==> src/include/serial_ctrl_pkg.sv <==
// Constants, register map and state types for the asynchronous serial control block
package serial_ctrl_pkg;

  localparam logic [7:0] ADDR_CTRL_ONE   = 8'h10;
  localparam logic [7:0] ADDR_CTRL_TWO   = 8'h14;
  localparam logic [7:0] ADDR_CTRL_THREE = 8'h18;
  localparam logic [7:0] ADDR_STATUS     = 8'h1C;
  localparam logic [7:0] ADDR_DATA       = 8'h20;

  // Control one fields
  localparam int C1_MODULE_ON = 6;
  localparam int C1_CHAR_NINE = 4;
  localparam int C1_ROUSE_SEL = 3;
  localparam int C1_IDLE_SEL  = 2;
  localparam int C1_PARITY_ON = 1;
  localparam int C1_ODD_PAR   = 0;

  // Control two fields
  localparam int C2_TXE_IE  = 7;
  localparam int C2_TXD_IE  = 6;
  localparam int C2_RXF_IE  = 5;
  localparam int C2_QUIET_IE = 4;
  localparam int C2_TX_ON   = 3;
  localparam int C2_RX_ON   = 2;
  localparam int C2_STANDBY = 1;
  localparam int C2_BREAK   = 0;

  // Control three fields
  localparam int C3_RX_NINTH = 7;
  localparam int C3_TX_NINTH = 6;
  localparam int C3_OVR_IE   = 3;
  localparam int C3_NOISE_IE = 2;
  localparam int C3_FRAME_IE = 1;
  localparam int C3_PAR_IE   = 0;

  // Status fields
  localparam int ST_TX_EMPTY = 7;
  localparam int ST_TX_DONE  = 6;
  localparam int ST_RX_FULL  = 5;
  localparam int ST_QUIET    = 4;
  localparam int ST_OVERRUN  = 3;
  localparam int ST_NOISE    = 2;
  localparam int ST_FRAME    = 1;
  localparam int ST_PARITY   = 0;

  localparam logic [7:0]  CTRL_RESET   = 8'h00;
  localparam logic [3:0]  LEN_EIGHT    = 4'hA;
  localparam logic [3:0]  LEN_NINE     = 4'hB;
  localparam logic [10:0] FRAME_ONES   = 11'h7FF;
  localparam logic [10:0] FRAME_ZEROS  = 11'h000;
  localparam int unsigned BIT_CYCLES_DEF = 16;

  typedef enum logic [1:0] {
    TX_IDLE  = 2'h0,
    TX_SHIFT = 2'h1,
    TX_MARK  = 2'h3
  } txState_e;

  typedef enum logic {
    RX_IDLE = 1'h0,
    RX_BITS = 1'h1
  } rxState_e;

endpackage

==> src/rtl/async_serial_control_regs.sv <==
// Serial control registers with transmitter, receiver and interrupt request logic
//
// The implementer's own choice: register access over Wishbone.
`timescale 1ns/10ps
`default_nettype none
module async_serial_control_regs
  import serial_ctrl_pkg::*;
#(
  parameter int unsigned BIT_CYCLES = BIT_CYCLES_DEF
)(
  input  wire logic        clk,
  input  wire logic        sys_rst,
  input  wire logic        wb_cyc_i,
  input  wire logic        wb_stb_i,
  input  wire logic        wb_we_i,
  input  wire logic [7:0]  wb_adr_i,
  input  wire logic [3:0]  wb_sel_i,
  input  wire logic [31:0] wb_dat_i,
  output logic      [31:0] wb_dat_o,
  output logic             wb_ack_o,
  input  wire logic        serialInPin,
  output logic             serialOutPin,
  output logic             txIrq,
  output logic             rxIrq,
  output logic             errIrq
);

  localparam logic [15:0] LAST_TICK = 16'(BIT_CYCLES - 1);
  localparam logic [15:0] MID_TICK  = 16'(BIT_CYCLES / 2);

  logic [7:0]  ctrlOne_q;
  logic        txEmptyIrqEn_q, txDoneIrqEn_q, rxFullIrqEn_q, quietIrqEn_q;
  logic        txOn_q, rxOn_q, rxStandby_q, breakSend_q;
  logic        txNinth_q, rxNinth_q;
  logic [3:0]  errIrqEn_q;
  logic [7:0]  txBuf_q, rxData_q;
  logic        txEmpty_q, txDone_q, rxFull_q, quiet_q, overrun_q, noise_q, frameErr_q, parityErr_q;
  logic        statusSeen_q, ack_q, txIrq_q, rxIrq_q, errIrq_q, serialOut_q, txOnPrev_q;
  logic [31:0] datOut_q;
  logic        busReq, busWr, busRd, wrOne, wrTwo, wrThree, wrData, rdStatus, rdData;
  logic        moduleOn, charNine, rouseSel, idleAfterStop, parityOn, oddParity;
  logic [3:0]  charLen;

  assign moduleOn      = ctrlOne_q[C1_MODULE_ON];
  assign charNine      = ctrlOne_q[C1_CHAR_NINE];
  assign rouseSel      = ctrlOne_q[C1_ROUSE_SEL];
  assign idleAfterStop = ctrlOne_q[C1_IDLE_SEL];
  assign parityOn      = ctrlOne_q[C1_PARITY_ON];
  assign oddParity     = ctrlOne_q[C1_ODD_PAR];
  assign charLen       = charNine ? LEN_NINE : LEN_EIGHT;

  // Bus decode: one request per ack, byte lane 0 carries the registers
  assign busReq   = wb_cyc_i & wb_stb_i & ~ack_q;
  assign busWr    = busReq & wb_we_i & wb_sel_i[0];
  assign busRd    = busReq & ~wb_we_i;
  assign wrOne    = busWr & (wb_adr_i == ADDR_CTRL_ONE);
  assign wrTwo    = busWr & (wb_adr_i == ADDR_CTRL_TWO);
  assign wrThree  = busWr & (wb_adr_i == ADDR_CTRL_THREE);
  assign wrData   = busWr & (wb_adr_i == ADDR_DATA);
  assign rdStatus = busRd & (wb_adr_i == ADDR_STATUS);
  assign rdData   = busRd & (wb_adr_i == ADDR_DATA);

  always_ff @(posedge clk) begin
    if (sys_rst) begin
      ack_q    <= 1'b0;
      datOut_q <= 32'h0000_0000;
    end else begin
      ack_q <= busReq;
      if (busRd) begin
        case (wb_adr_i)
          ADDR_CTRL_ONE:   datOut_q <= {24'h00_0000, 1'b0, ctrlOne_q[6], 1'b0, ctrlOne_q[4:0]};
          ADDR_CTRL_TWO:   datOut_q <= {24'h00_0000, txEmptyIrqEn_q, txDoneIrqEn_q, rxFullIrqEn_q,
                                        quietIrqEn_q, txOn_q, rxOn_q, rxStandby_q, breakSend_q};
          ADDR_CTRL_THREE: datOut_q <= {24'h00_0000, rxNinth_q, txNinth_q, 2'h0, errIrqEn_q};
          ADDR_STATUS:     datOut_q <= {24'h00_0000, txEmpty_q, txDone_q, rxFull_q, quiet_q,
                                        overrun_q, noise_q, frameErr_q, parityErr_q};
          ADDR_DATA:       datOut_q <= {24'h00_0000, rxData_q};
          default:         datOut_q <= 32'h0000_0000;
        endcase
      end
    end
  end

  // Control registers
  logic wakeEvent;

  always_ff @(posedge clk) begin
    if (sys_rst) begin
      ctrlOne_q <= CTRL_RESET;
    end else if (wrOne) begin
      ctrlOne_q <= wb_dat_i[7:0] & 8'h5F;
    end
  end

  always_ff @(posedge clk) begin
    if (sys_rst) begin
      {txEmptyIrqEn_q, txDoneIrqEn_q, rxFullIrqEn_q, quietIrqEn_q} <= 4'h0;
      {txOn_q, rxOn_q, rxStandby_q, breakSend_q}                   <= 4'h0;
    end else begin
      if (wakeEvent) begin
        rxStandby_q <= 1'b0;
      end
      if (wrTwo) begin
        txEmptyIrqEn_q <= wb_dat_i[C2_TXE_IE];
        txDoneIrqEn_q  <= wb_dat_i[C2_TXD_IE];
        rxFullIrqEn_q  <= wb_dat_i[C2_RXF_IE];
        quietIrqEn_q   <= wb_dat_i[C2_QUIET_IE];
        rxStandby_q    <= wb_dat_i[C2_STANDBY];
        breakSend_q    <= wb_dat_i[C2_BREAK];
        if (moduleOn) begin
          txOn_q <= wb_dat_i[C2_TX_ON];
          rxOn_q <= wb_dat_i[C2_RX_ON];
        end
      end
    end
  end

  always_ff @(posedge clk) begin
    if (sys_rst) begin
      errIrqEn_q <= 4'h0;
    end else if (wrThree) begin
      errIrqEn_q <= wb_dat_i[3:0];
    end
  end

  // Data held across reset
  always_ff @(posedge clk) begin
    if (wrThree) begin
      txNinth_q <= wb_dat_i[C3_TX_NINTH];
    end
    if (wrData) begin
      txBuf_q <= wb_dat_i[7:0];
    end
  end

  // Transmitter
  txState_e    txState_q;
  logic [10:0] txShift_q, txFrame;
  logic [3:0]  txBitsLeft_q;
  logic [15:0] txTimer_q;
  logic        txIsBreak_q, txIsPre_q, prePend_q;
  logic        txLoadBreak, txLoadPre, txLoadData, txBitEnd;
  logic [8:0]  txPay;

  always_comb begin
    txPay = {txNinth_q, txBuf_q};
    if (parityOn && charNine) begin
      txPay[8] = (^txBuf_q) ^ oddParity;
    end else if (parityOn) begin
      txPay[7] = (^txBuf_q[6:0]) ^ oddParity;
    end
    txFrame = charNine ? {1'b1, txPay, 1'b0} : {2'h3, txPay[7:0], 1'b0};
  end

  assign txLoadBreak = (txState_q == TX_IDLE) & moduleOn & txOn_q & breakSend_q;
  assign txLoadPre   = (txState_q == TX_IDLE) & moduleOn & ~breakSend_q & prePend_q;
  assign txLoadData  = (txState_q == TX_IDLE) & moduleOn & txOn_q & ~breakSend_q & ~prePend_q & ~txEmpty_q;
  assign txBitEnd    = (txTimer_q == LAST_TICK);

  always_ff @(posedge clk) begin
    if (sys_rst) begin
      txOnPrev_q <= 1'b0;
      prePend_q  <= 1'b0;
    end else begin
      txOnPrev_q <= txOn_q;
      if (txLoadPre || txLoadBreak) begin
        prePend_q <= 1'b0;
      end
      if (txOn_q && !txOnPrev_q && !txLoadBreak) begin
        prePend_q <= 1'b1;
      end
    end
  end

  always_ff @(posedge clk) begin
    if (sys_rst) begin
      txState_q    <= TX_IDLE;
      txShift_q    <= FRAME_ONES;
      txBitsLeft_q <= 4'h0;
      txTimer_q    <= 16'h0000;
      txIsBreak_q  <= 1'b0;
      txIsPre_q    <= 1'b0;
    end else begin
      case (txState_q)
        TX_IDLE: begin
          txTimer_q    <= 16'h0000;
          txBitsLeft_q <= charLen;
          txIsBreak_q  <= txLoadBreak;
          txIsPre_q    <= txLoadPre;
          if (txLoadBreak) begin
            txShift_q <= FRAME_ZEROS;
            txState_q <= TX_SHIFT;
          end else if (txLoadPre) begin
            txShift_q <= FRAME_ONES;
            txState_q <= TX_SHIFT;
          end else if (txLoadData) begin
            txShift_q <= txFrame;
            txState_q <= TX_SHIFT;
          end
        end
        TX_SHIFT: begin
          txTimer_q <= txBitEnd ? 16'h0000 : txTimer_q + 16'h0001;
          if (txBitEnd) begin
            txShift_q    <= {1'b1, txShift_q[10:1]};
            txBitsLeft_q <= txBitsLeft_q - 4'h1;
            if (txBitsLeft_q == 4'h1) begin
              if (txIsBreak_q && breakSend_q && txOn_q && moduleOn) begin
                txShift_q    <= FRAME_ZEROS;
                txBitsLeft_q <= charLen;
              end else if (txIsBreak_q) begin
                txState_q <= TX_MARK;
              end else begin
                txState_q <= TX_IDLE;
              end
            end
          end
        end
        TX_MARK: begin
          txTimer_q <= txBitEnd ? 16'h0000 : txTimer_q + 16'h0001;
          if (txBitEnd) begin
            txState_q <= TX_IDLE;
          end
        end
        default: txState_q <= TX_IDLE;
      endcase
    end
  end

  always_ff @(posedge clk) begin
    if (sys_rst) begin
      serialOut_q <= 1'b1;
    end else begin
      serialOut_q <= (txState_q == TX_SHIFT) ? txShift_q[0] : 1'b1;
    end
  end

  // Receiver with two-flop input synchroniser
  rxState_e    rxState_q;
  logic        rxMeta_q, rxSync_q, rxPrev_q, rxNoiseSeen_q;
  logic [2:0]  rxVote_q;
  logic [10:0] rxShift_q, rxShiftNext;
  logic [3:0]  rxBitIdx_q, quietCnt_q;
  logic [15:0] rxTimer_q, quietTimer_q;
  logic        rxBit, rxNoisy, rxDone, rxActive, quietHit, topBit, parErr;
  logic [8:0]  rxWord;

  assign rxActive    = rxOn_q & moduleOn;
  assign rxBit       = (rxVote_q[0] & rxVote_q[1]) | (rxVote_q[0] & rxVote_q[2]) | (rxVote_q[1] & rxVote_q[2]);
  assign rxNoisy     = ~(&rxVote_q) & (|rxVote_q);
  assign rxShiftNext = {rxBit, rxShift_q[10:1]};
  assign rxDone      = (rxState_q == RX_BITS) & (rxTimer_q == LAST_TICK) & (rxBitIdx_q == charLen - 4'h1);
  assign rxWord      = charNine ? rxShiftNext[9:1] : {1'b0, rxShiftNext[9:2]};
  assign topBit      = charNine ? rxWord[8] : rxWord[7];
  assign parErr      = parityOn & ((^rxWord) != oddParity);

  always_ff @(posedge clk) begin
    if (sys_rst) begin
      rxMeta_q <= 1'b1;
      rxSync_q <= 1'b1;
      rxPrev_q <= 1'b1;
    end else begin
      rxMeta_q <= serialInPin;
      rxSync_q <= rxMeta_q;
      rxPrev_q <= rxSync_q;
    end
  end

  always_ff @(posedge clk) begin
    if (sys_rst) begin
      rxState_q     <= RX_IDLE;
      rxTimer_q     <= 16'h0000;
      rxBitIdx_q    <= 4'h0;
      rxVote_q      <= 3'h7;
      rxShift_q     <= FRAME_ONES;
      rxNoiseSeen_q <= 1'b0;
    end else begin
      case (rxState_q)
        RX_IDLE: begin
          rxTimer_q     <= 16'h0000;
          rxBitIdx_q    <= 4'h0;
          rxNoiseSeen_q <= 1'b0;
          if (rxActive && rxPrev_q && !rxSync_q) begin
            rxState_q <= RX_BITS;
          end
        end
        RX_BITS: begin
          if (rxTimer_q >= MID_TICK - 16'h0001 && rxTimer_q <= MID_TICK + 16'h0001) begin
            rxVote_q <= {rxSync_q, rxVote_q[2:1]};
          end
          rxTimer_q <= (rxTimer_q == LAST_TICK) ? 16'h0000 : rxTimer_q + 16'h0001;
          if (rxTimer_q == LAST_TICK) begin
            rxShift_q     <= rxShiftNext;
            rxBitIdx_q    <= rxBitIdx_q + 4'h1;
            rxNoiseSeen_q <= rxNoiseSeen_q | rxNoisy;
            if (!rxActive || rxDone || (rxBitIdx_q == 4'h0 && rxBit)) begin
              rxState_q <= RX_IDLE;
            end
          end
        end
        default: rxState_q <= RX_IDLE;
      endcase
    end
  end

  // Idle line counting in bit times of continuous ones
  always_ff @(posedge clk) begin
    if (sys_rst) begin
      quietTimer_q <= 16'h0000;
      quietCnt_q   <= 4'h0;
    end else if (!rxActive || !rxSync_q || (idleAfterStop && rxState_q == RX_BITS)) begin
      quietTimer_q <= 16'h0000;
      quietCnt_q   <= 4'h0;
    end else begin
      quietTimer_q <= (quietTimer_q == LAST_TICK) ? 16'h0000 : quietTimer_q + 16'h0001;
      if (quietTimer_q == LAST_TICK && quietCnt_q != charLen) begin
        quietCnt_q <= quietCnt_q + 4'h1;
      end
    end
  end

  assign quietHit  = (quietTimer_q == LAST_TICK) & (quietCnt_q == charLen - 4'h1) & rxActive;
  assign wakeEvent = rxStandby_q & ((rouseSel & rxDone & topBit) | (~rouseSel & quietHit));

  // Status flags: hardware set wins over software clear, except overrun, which is not set in a cycle that clears the flags
  logic quietArmed_q, rxClear, rxStore;

  assign rxClear = rdData & statusSeen_q;
  assign rxStore = rxDone & (~rxStandby_q | (rouseSel & topBit)) & ~rxFull_q;

  always_ff @(posedge clk) begin
    if (sys_rst) begin
      statusSeen_q <= 1'b0;
    end else if (rdStatus) begin
      statusSeen_q <= 1'b1;
    end else if (rdData) begin
      statusSeen_q <= 1'b0;
    end
  end

  always_ff @(posedge clk) begin
    if (sys_rst) begin
      {rxFull_q, quiet_q, overrun_q, noise_q, frameErr_q, parityErr_q} <= 6'h00;
      quietArmed_q <= 1'b0;
    end else begin
      if (rxClear) begin
        {rxFull_q, quiet_q, overrun_q, noise_q, frameErr_q, parityErr_q} <= 6'h00;
      end
      if (rxStore) begin
        rxFull_q     <= 1'b1;
        quietArmed_q <= 1'b1;
        noise_q      <= noise_q | rxNoiseSeen_q | rxNoisy;
        frameErr_q   <= frameErr_q | ~rxBit;
        parityErr_q  <= parityErr_q | parErr;
      end
      if (rxDone && !rxStandby_q && rxFull_q && !rxClear) begin
        overrun_q <= 1'b1;
      end
      if (quietHit && !rxStandby_q && quietArmed_q) begin
        quiet_q      <= 1'b1;
        quietArmed_q <= 1'b0;
      end
    end
  end

  always_ff @(posedge clk) begin
    if (rxStore) begin
      rxData_q  <= rxWord[7:0];
      rxNinth_q <= topBit;
    end
  end

  always_ff @(posedge clk) begin
    if (sys_rst) begin
      txEmpty_q <= 1'b1;
      txDone_q  <= 1'b1;
    end else begin
      if (wrData) begin
        txEmpty_q <= 1'b0;
      end
      if (txLoadData || !moduleOn) begin
        txEmpty_q <= 1'b1;
      end
      txDone_q <= !moduleOn || (txEmpty_q && txState_q == TX_IDLE && !txLoadPre && !txLoadBreak);
    end
  end

  // Interrupt request outputs
  always_ff @(posedge clk) begin
    if (sys_rst) begin
      txIrq_q  <= 1'b0;
      rxIrq_q  <= 1'b0;
      errIrq_q <= 1'b0;
    end else begin
      txIrq_q  <= moduleOn & ((txEmpty_q & txEmptyIrqEn_q) | (txDone_q & txDoneIrqEn_q));
      rxIrq_q  <= ~rxStandby_q & ((rxFull_q & rxFullIrqEn_q) | (quiet_q & quietIrqEn_q));
      errIrq_q <= |({overrun_q, noise_q, frameErr_q, parityErr_q} & errIrqEn_q);
    end
  end

  assign wb_ack_o     = ack_q;
  assign wb_dat_o     = datOut_q;
  assign serialOutPin = serialOut_q;
  assign txIrq        = txIrq_q;
  assign rxIrq        = rxIrq_q;
  assign errIrq       = errIrq_q;
endmodule
`default_nettype wire

==> config.mk <==
export PLATFORM = sky130hd
export DESIGN_NAME = async_serial_control_regs
export DESIGN_NICKNAME = d
export VERILOG_FILES = /design/src/include/serial_ctrl_pkg.sv /design/src/rtl/async_serial_control_regs.sv
export SDC_FILE = /design/constraint.sdc
export NUM_CORES = 1
export LEC_CHECK = 0
export ABC_AREA = 0
export ABC_CLOCK_PERIOD_IN_PS = 2700
export BUFFER_PORTS_ARGS = -buffer_cell sky130_fd_sc_hd__buf_2
export CORE_MARGIN = 4
export CORE_UTILIZATION = 60
export CTS_BUF_LIST = sky130_fd_sc_hd__clkbuf_8
export CTS_CLUSTER_SIZE = 20
export DETAILED_ROUTE_END_ITERATION = 6
export PLACE_DENSITY = 0.82
export SKIP_LAST_GASP = 1
export SLEW_MARGIN = 10
export SYNTH_ARGS = -nofsm -noshare
export SYNTH_HDL_FRONTEND = slang
export SYNTH_SLANG_ARGS = --single-unit
==> constraint.sdc <==
create_clock -name clk -period 2.7 [get_ports clk]
set_input_delay 0.405 -clock clk [delete_from_list [all_inputs] [get_ports clk]]
set_output_delay 0.405 -clock clk [all_outputs]
set_load 0.005 [all_outputs]
==> results of run 1 <==
## cell type report
cell class	count	area, um^2
fillers	910	3680
clock inverters	15	210
well taps	143	179
clock buffers	17	234
repair buffers	54	318
multi-input cells	593	3630
flip-flops and latches	152	3220
inverters	26	97.6
## worst max-delay path: cells and delay by family (launching register included)
| family | cells | cell delay (ps) |
|---|---|---|
| and+or+nand+nor | 2 | 1120 |
| DFF | 1 | 410 |
| AOI/OAI and AO/OA | 2 | 810 |
## power by group through the flow
stage,registers (uW),clock network [uW],logic (uW)
floorplan,2350,0,79.9
global placement,2340,0,93.4
detailed placement,2350,0,96.2
CTS,2290,1940,96.0
global route,2290,2040,108
finish,2290,1910,97.9
## how the worst max path moves through the flow
| stage | start | end | slack [ps] | depth (start not counted) |
|---|---|---|---|---|
| detailed placement | txTimer_q[7] | txShift_q[4] | 270 | 4 |
| global placement | txTimer_q[12] | txShift_q[2] | 340 | 4 |
| CTS | txTimer_q[7] | txShift_q[4] | 260 | 4 |
| global route | txTimer_q[7] | txShift_q[8] | 120 | 5 |
| floorplan | txTimer_q[8] | txShift_q[0] | 400 | 7 |
| finish | txTimer_q[7] | txShift_q[4] | 260 | 4 |
## per-stage QoR
step | worst slack (ps) | hold WS [ps] | util, % | instance area (um^2) | power [uW]
after global routing | 119 | 123 | 68.2 | 7890 | 4440
final | 259 | 141 | 68.2 | 7890 | 4310
after CTS | 257 | 114 | 68.2 | 7890 | 4330
after floorplan | 399 | 389 | - | 7290 | 2430
after global placement | 344 | 393 | 64.4 | 7440 | 2440
after detailed placement | 273 | 400 | 64.4 | 7440 | 2440
## cells by family (layout without fill, tap and decap cells)
family	Yosys count	after routing
and+or+nand+nor	333	333
DFF	152	152
AOI/OAI and AO/OA	147	147
buffers and inverters	89	112
xor gates and xnor gates	45	45
muxes	34	34
adders and majority gates	10	10
other	1	24
## synth_stat cells (all sizes together) (3+ instances only)
cell type	instances
a211o	13
a211oi	8
a21o	3
a21oi	41
a22oi	8
a2bb2oi	7
a311oi	12
a31oi	7
a32oi	3
a41oi	3
and2	3
and3	10
and4	3
buf	33
clkbuf	30
dfxtp	134
edfxtp	18
ha	10
inv	26
mux2	11
mux2i	23
nand2	60
nand2b	11
nand3	25
nand3b	13
nand4	11
nand4b	3
nor2	129
nor2b	9
nor3	15
nor3b	4
nor4	9
o21ai	28
or2	7
or3	9
or4	7
xnor2	26
xor2	16
## per-layer routing
metal	part of all wire (%)	vias to the layer above	global-route usage (%)
li1	-	2889	-
met4	2.7	0	10.0
met3	5.8	35	4.95
met2	47	177	36.7
met5	0	-	0
met1	44	2763	28.0
## state kept, by name, indices dropped and copies added, names as in the netlist, 2 cells and up
name          cells
txState_q         2
quietTimer_q     16
ctrlOne_q         6
txBitsLeft_q      4
txShift_q        11
errIrqEn_q        4
rxVote_q          3
rxShift_q         9
quietCnt_q        4
txBuf_q           8
wb_dat_o          8
rxData_q          8
rxBitIdx_q        4
txTimer_q        16
rxTimer_q        16
## placed cells by master (no fill, tap or decap), types with 4 or more instances in the layout
master and n:
o21ai_0 28, a311oi_1 12, a31oi_1 7, ha_1 10, mux2i_1 23, clkinv_2 4
conb_1 24, dfxtp_1 134, nand3_1 25, buf_2 35, or4_1 6, mux2_2 11
or3_1 9, nand3b_1 13, a21oi_1 41, nand4_1 11, nor4_1 9, bufinv_16 5
a2bb2oi_1 7, nor3b_1 4, nor3_1 14, or2_2 7, a22oi_1 8, inv_1 28
buf_4 19, nand2_1 60, nor2_1 129, a211oi_1 8, nand2b_1 11, clkbuf_8 17
a211o_1 13, xnor2_1 26, nor2b_1 9, edfxtp_1 18, xor2_1 16, and3_1 10
==> qor.csv, run 1 <==
stage,metric,value,unit
sta,final setup vio count,0,
route,vias,5864,
setup_path,r2r startpoint,txTimer_q[7],
grt,initial antenna violation count,0,
floorplan,Initial Utilization,62.3,%
floorplan,Ports,87,
grt,first-pass GRT wire length,25900,um
setup_path,CP max FO,17,
power_and_ir_drop,sw power,893,uW
yosys,main combinational cell family by area after synthesis,simple AND/OR/NAND/NOR gates,
floorplan,# rows,39,
cts,Sink Count,152,
sta,Slew @ Worst Pin,724,ps
power_and_ir_drop,Max VDD drop,0.000340,V
power_and_ir_drop,P_int,3410,uW
yosys,cell count after synthesis,811,
placement,PortBufs,35,
yosys,mapped cell area,7210,um^2
min_path,hold depth,2,
sta,Layout Skew,9.81,ps
grt,Overflow after GRT,0,
setup_path,critical path type,reg2reg,
sta,Fin Setup TNS,0,ps
route,1st-iter DRT viols,481,
power_and_ir_drop,Clock Power Share,44.5,%
min_path,worst hold path endpoint,rxMeta_q,
floorplan,die area,13800,um^2
sta,"Slew Viols, Final",0,
setup_path,Setup crit start kind,flop,
power_and_ir_drop,Gate power share,2.3,%
floorplan,core area,11600,um^2
flow_run,max capacitance violation total,0,
power_and_ir_drop,switching share of power,20.8,%
yosys,"FF+latch count, synth",152,
setup_path,"slowest stage delay, CP",570,ps
yosys,compound-cell area share of the yosys netlist,13.8,%
outcome,status,finished clean,
yosys,post-synth top area share,37.2,%
sta,Slew HR,51.7,%
cts,"Clk Latency, worst-skew pair",440,ps
setup_path,register-to-register path setup slack,260,ps
yosys,syn avg cell area,8.89,um^2
setup_path,critical-path cell list,or4_1 > o41a_1 > or3_1 > a211o_1,
placement,gpl congestion,0.869,
min_path,HP Class,in2reg,
power_and_ir_drop,Pleak,0.00295,uW
setup_path,slowest cell on the critical path,or3_1,
yosys,Ys Warns,0,
yosys,mux cell area share after synthesis,4.91,%
yosys,most common flop cell mapped by yosys,dfxtp_1,
cts,hold buffers post-CTS,0,
grt,vias in the first global route,5618,
setup_path,R2R cell count,4,
yosys,Synth async-reset ratio,0,%
route,TritonRoute pass-1 iters,5,
cts,post-CTS sizing,0,
setup_path,CP Capture Type,flop,
cts,clock root buffer,clkbuf_8,
cts,CTS buffer count,17,
sta,fin crit share,90.4,%
cts,H-Tree Depth,4,
cts,post-CTS setup buffers,0,
layout,Final #Nets,904,
layout,area delta synth->final,9.44,%
min_path,min-delay src,serialInPin,
sta,RSZ-0062 raised after global routing,no,
grt,largest net degree at the start of global routing,51,
layout,Antenna Cells,0,
sta,fmax,0.410,GHz
cts,CTS tree,done,
power_and_ir_drop,Sequential Power Share,53.3,%
cts,Max Root-Sink Buffers,2,
floorplan,Die X-Extent,118,um
route,final wirelength,15000,um
route,DRC viols,0,
yosys,adder-cell share of the synthesized area,1.74,%
yosys,Post-Synth XOR/XNOR Area,6.06,%
floorplan,DIE HEIGHT,118,um
route,via/cell ratio,5.86,
grt,aggregate global-route resource usage,22.3,%
yosys,Synth area leader,dfxtp_1,
placement,post-detail-place hpwl,10600,um
setup_path,critical path required time,3040,ps
placement,Inst Count DP,968,
setup_path,Worst R2R End,txShift_q[4],
yosys,largest cells by area after synthesis,"dfxtp_1 37%, edfxtp_1 7.5%, nor2_1 6.7%",
route,wire per inst,15.0,um
layout,Layout Cells excl Fill,1000,
yosys,number of flops mapped to enable cells by yosys,18,
sta,post-layout min period,2440,ps
sta,final hold vios,0,
route,Routed Antenna Nets,0,
yosys,sequential cell area fraction in the yosys report,44.7,%
setup_path,Arrival @ worst endpoint,2780,ps
yosys,post-synthesis simple-gate area fraction,22.6,%
layout,share of cells above drive strength 1,12.6,%
cts,"Reg clk slew, reported paths",80,ps
yosys,"Distinct cells, synth",62,
power_and_ir_drop,Pwr per Cell Area,546,nW/um^2
(Power assumes the default switching activity.)
==> run 2: changes to the inputs <==
CORE_UTILIZATION = 25   (was 60)
PLACE_DENSITY = default   (was 0.82)
==> qor.csv, run 2 (same netlist as run 1, synthesis figures left out) <==
stage,metric,value,unit
min_path,worst hold path endpoint,rxMeta_q,
floorplan,DIE HEIGHT,178,um
layout,Layout Cells excl Fill,1239,
setup_path,r2r startpoint,txTimer_q[13],
floorplan,die area,31600,um^2
cts,clock root buffer,clkbuf_8,
floorplan,core area,28100,um^2
cts,Sink Count,152,
min_path,HP Class,in2reg,
power_and_ir_drop,Pwr per Cell Area,505,nW/um^2
cts,hold buffers post-CTS,0,
layout,area of the multi-input gates,3630,um^2
setup_path,Arrival @ worst endpoint,2770,ps
layout,Largest regs,"quietTimer_q: 16 flops, rxTimer_q: 16 flops, txTimer_q: 16 flops",
setup_path,Setup crit start kind,flop,
cts,post-CTS setup buffers,0,
grt,aggregate global-route resource usage,10.2,%
route,Routed Antenna Nets,0,
cts,CTS buffer count,17,
floorplan,# rows,61,
floorplan,Ports,87,
power_and_ir_drop,Max VDD drop,0.000305,V
route,final wirelength,15700,um
cts,CTS tree,done,
cts,post-CTS sizing,0,
cts,"Clk Latency, worst-skew pair",450,ps
layout,Fill cells,2993,
grt,vias in the first global route,5306,
grt,initial antenna violation count,0,
min_path,hold depth,2,
power_and_ir_drop,Pleak,0.00294,uW
setup_path,CP max FO,17,
cts,"Reg clk slew, reported paths",90,ps
sta,"Slew Viols, Final",0,
flow_run,max capacitance violation total,0,
layout,Reg area,3220,um^2
outcome,status,finished clean,
sta,Layout Skew,14.5,ps
layout,share of cells above drive strength 1,13.2,%
route,vias,5660,
route,via/cell ratio,4.57,
setup_path,R2R cell count,4,
power_and_ir_drop,Final Power,4120,uW
route,1st-iter DRT viols,408,
sta,Slew @ Worst Pin,706,ps
setup_path,critical path type,reg2reg,
setup_path,Worst R2R End,txShift_q[0],
layout,"commonest non-fill, non-tap cell in the layout",dfxtp_1,
placement,Inst Count DP,1207,
grt,largest net degree at the start of global routing,79,
floorplan,Die X-Extent,178,um
sta,RSZ-0062 raised after global routing,no,
grt,first-pass GRT wire length,26200,um
min_path,min-delay src,serialInPin,
setup_path,critical path required time,3040,ps
setup_path,register-to-register path setup slack,270,ps
sta,post-layout min period,2430,ps
sta,fmax,0.411,GHz
route,TritonRoute pass-1 iters,5,
placement,gpl congestion,0.799,
placement,PortBufs,35,
sta,final setup vio count,0,
cts,Max Root-Sink Buffers,2,
sta,final hold vios,0,
route,DRC viols,0,
setup_path,CP Capture Type,flop,
cts,H-Tree Depth,4,
layout,area delta synth->final,13.4,%
sta,Fin Setup TNS,0,ps
layout,Final #Nets,908,
layout,Antenna Cells,0,
sta,fin crit share,90.0,%
sta,Slew HR,52.9,%
grt,Overflow after GRT,0,
route,wire per inst,12.6,um
placement,post-detail-place hpwl,11000,um
floorplan,Initial Utilization,25.7,%
layout,most frequent cells in the layout,"134 x dfxtp_1, 129 x nor2_1, 60 x nand2_1",
## run 2: cell count changes in the layout (fill, tap and decap cells not counted), sizes merged
cell	change
inv	+6
bufinv	-4
clkinv	-2
buf	+4
## run 2: critical path, stage by stage, from the launching register on
cell     delay (ps)
dfxtp_1         370
or4_4           550
o41a_1          440
or3_1           580
a211o_1         380
## run 2: through the flow
stage                     util (%)  cell area [um^2]  setup slack (ps)  hold WS [ps]
after floorplan                  -              7290               399           389
after global placement        27.7              7780               288           444
after detailed placement      27.7              7780               267           448
after CTS                     29.1              8170               241          96.5
after global routing          29.1              8170               115          94.3
final                         29.1              8170               269           136
## run 2: metal layers
metal | routed length [um] | vias up | track usage (%)
met5 | 0 | - | 0
met4 | 215 | 0 | 3.19
met3 | 614 | 19 | 2.71
met2 | 7240 | 93 | 16.1
met1 | 7600 | 2665 | 13.6
li1 | - | 2883 | -
## run 2: cell type report
cell class / count / area share (%)
tap: 378 / 5.79
timing repair buffer: 58 / 4.41
sequential: 152 / 39.4
clock inverter: 15 / 1.91
clock buffer: 17 / 2.86
inverter: 26 / 1.19
multi-input combinational: 593 / 44.4
## run 2: worst max-delay path by stage
stage | startpoint | endpoint | slack, ps | depth (start not counted)
finish | txTimer_q[13] | txShift_q[0] | 270 | 4
global route | txTimer_q[12] | txShift_q[8] | 110 | 5
CTS | txTimer_q[12] | txShift_q[0] | 240 | 4
detailed placement | txTimer_q[12] | txShift_q[8] | 270 | 5
global placement | txTimer_q[12] | txShift_q[8] | 290 | 5
floorplan | txTimer_q[8] | txShift_q[0] | 400 | 7
## run 2: where the power goes
| group | total (uW) | internal, uW | switching, uW |
|---|---|---|---|
| logic | 101 | 35.5 | 65.5 |
| clock network | 1730 | 768 | 961 |
| registers | 2290 | 2290 | 5.31 |
| total | 4120 | 3090 | 1030 |
==> run 3: changes to the inputs <==
PLACE_DENSITY_LB_ADDON = 0.15   (was default)
==> qor.csv, run 3 (same netlist as run 1, synthesis figures left out) <==
stage,metric,value,unit
floorplan,die area,31600,um^2
power_and_ir_drop,Pleak,0.00295,uW
grt,aggregate global-route resource usage,11.3,%
sta,"Slew Viols, Final",0,
layout,Final Core Density,29.1,%
setup_path,CP max FO,17,
layout,Fill cells,3096,
route,wire per inst,13.9,um
grt,initial antenna violation count,0,
floorplan,Initial Utilization,25.7,%
layout,Final #Nets,915,
cts,Sink Count,152,
sta,Fin Setup TNS,0,ps
grt,vias in the first global route,5371,
cts,post-CTS setup buffers,0,
route,final wirelength,17300,um
power_and_ir_drop,Max VDD drop,0.000248,V
grt,first-pass GRT wire length,28900,um
sta,final setup vio count,0,
flow_run,max capacitance violation total,0,
floorplan,Ports,87,
sta,Slew @ Worst Pin,657,ps
cts,"Clk Latency, worst-skew pair",440,ps
grt,Overflow after GRT,0,
sta,RSZ-0062 raised after global routing,no,
route,1st-iter DRT viols,265,
outcome,status,finished clean,
layout,area delta synth->final,13.3,%
route,vias,5623,
setup_path,critical path required time,3030,ps
route,Routed Antenna Nets,0,
layout,Antenna Cells,0,
layout,most frequent cells in the layout,"134 x dfxtp_1, 129 x nor2_1, 60 x nand2_1",
setup_path,Setup crit start kind,flop,
sta,Slew HR,56.0,%
sta,fin crit share,90.4,%
sta,WHS,147,ps
sta,fmax,0.410,GHz
route,via/cell ratio,4.51,
power_and_ir_drop,Final Power,3940,uW
setup_path,Arrival @ worst endpoint,2770,ps
power_and_ir_drop,Pwr per Cell Area,483,nW/um^2
sta,Layout Skew,20.0,ps
cts,CTS tree,done,
layout,Largest regs,"quietTimer_q: 16 flops, rxTimer_q: 16 flops, txTimer_q: 16 flops",
cts,Max Root-Sink Buffers,2,
placement,gpl congestion,0.723,
setup_path,"slowest stage delay, CP",590,ps
layout,"commonest non-fill, non-tap cell in the layout",dfxtp_1,
setup_path,CP Capture Type,flop,
sta,post-layout min period,2440,ps
sta,final hold vios,0,
floorplan,DIE HEIGHT,178,um
setup_path,slowest cell on the critical path,or3_1,
cts,CTS buffer count,17,
route,DRC viols,0,
floorplan,# rows,61,
setup_path,critical path type,reg2reg,
route,TritonRoute pass-1 iters,4,
cts,H-Tree Depth,4,
cts,"Reg clk slew, reported paths",80,ps
floorplan,Die X-Extent,178,um
layout,share of cells above drive strength 1,13.8,%
floorplan,core area,28100,um^2
placement,post-detail-place hpwl,12300,um
grt,largest net degree at the start of global routing,43,
cts,clock root buffer,clkbuf_8,
min_path,HP Class,in2reg,
setup_path,critical-path cell list,or4_4 > o41a_1 > or3_1 > a211o_1,
placement,PortBufs,35,
cts,post-CTS sizing,0,
cts,hold buffers post-CTS,0,
[run 3: final cells by class]
| cell class | count | area, um^2 | area share [%] |
|---|---|---|---|
| inverters | 26 | 97.6 | 1.19 |
| flip-flops and latches | 152 | 3220 | 39.5 |
| well taps | 378 | 473 | 5.79 |
| multi-input cells | 593 | 3630 | 44.5 |
| repair buffers | 65 | 403 | 4.93 |
| clock buffers | 17 | 234 | 2.86 |
| clock inverters | 15 | 105 | 1.29 |
[run 3: report_power, final]
part           internal (uW)  total (uW)  switching (uW)
clock                    637        1550             914
sequential              2290        2290            4.93
combinational           34.9         100            65.5
total                   2960        3940             985
[run 3: final timing paths]
| kind | from | endpoint | slack [ps] | cells past startpoint |
|---|---|---|---|---|
| setup / recovery | txTimer_q[12] | txShift_q[4] | 260 | 4 |
| hold / removal | serialInPin | rxMeta_q | 150 | 2 |
| setup reg to reg | txTimer_q[12] | txShift_q[4] | 260 | 4 |
| hold reg to reg | rxMeta_q | rxSync_q | 430 | 1 |
[run 3: metal layers]
metal	wire (um)	part of all wire (%)	vias up	track usage [%]
li1	-	-	2900	-
met1	8920	51	2644	16.2
met2	7690	44	74	17.3
met3	613	3.5	5	2.66
met4	112	0.65	0	2.61
met5	0	0	-	0
[run 3: metrics by stage]
step / cell area (um^2) / setup slack, ps / instances
final: 8170 / 259 / 1246
after global routing: 8170 / 178 / 1246
after CTS: 8170 / 235 / 1246
after detailed placement: 7830 / 253 / 1214
after global placement: 7830 / 273 / 1214
after floorplan: 7290 / 399 / 834
[run 3: critical path, delay by kind of cell, from the launching register on]
family           cells  cell delay, ps
AO/OA/AOI/OAI        2             830
AND/OR/NAND/NOR      2            1150
flip-flops           1             360
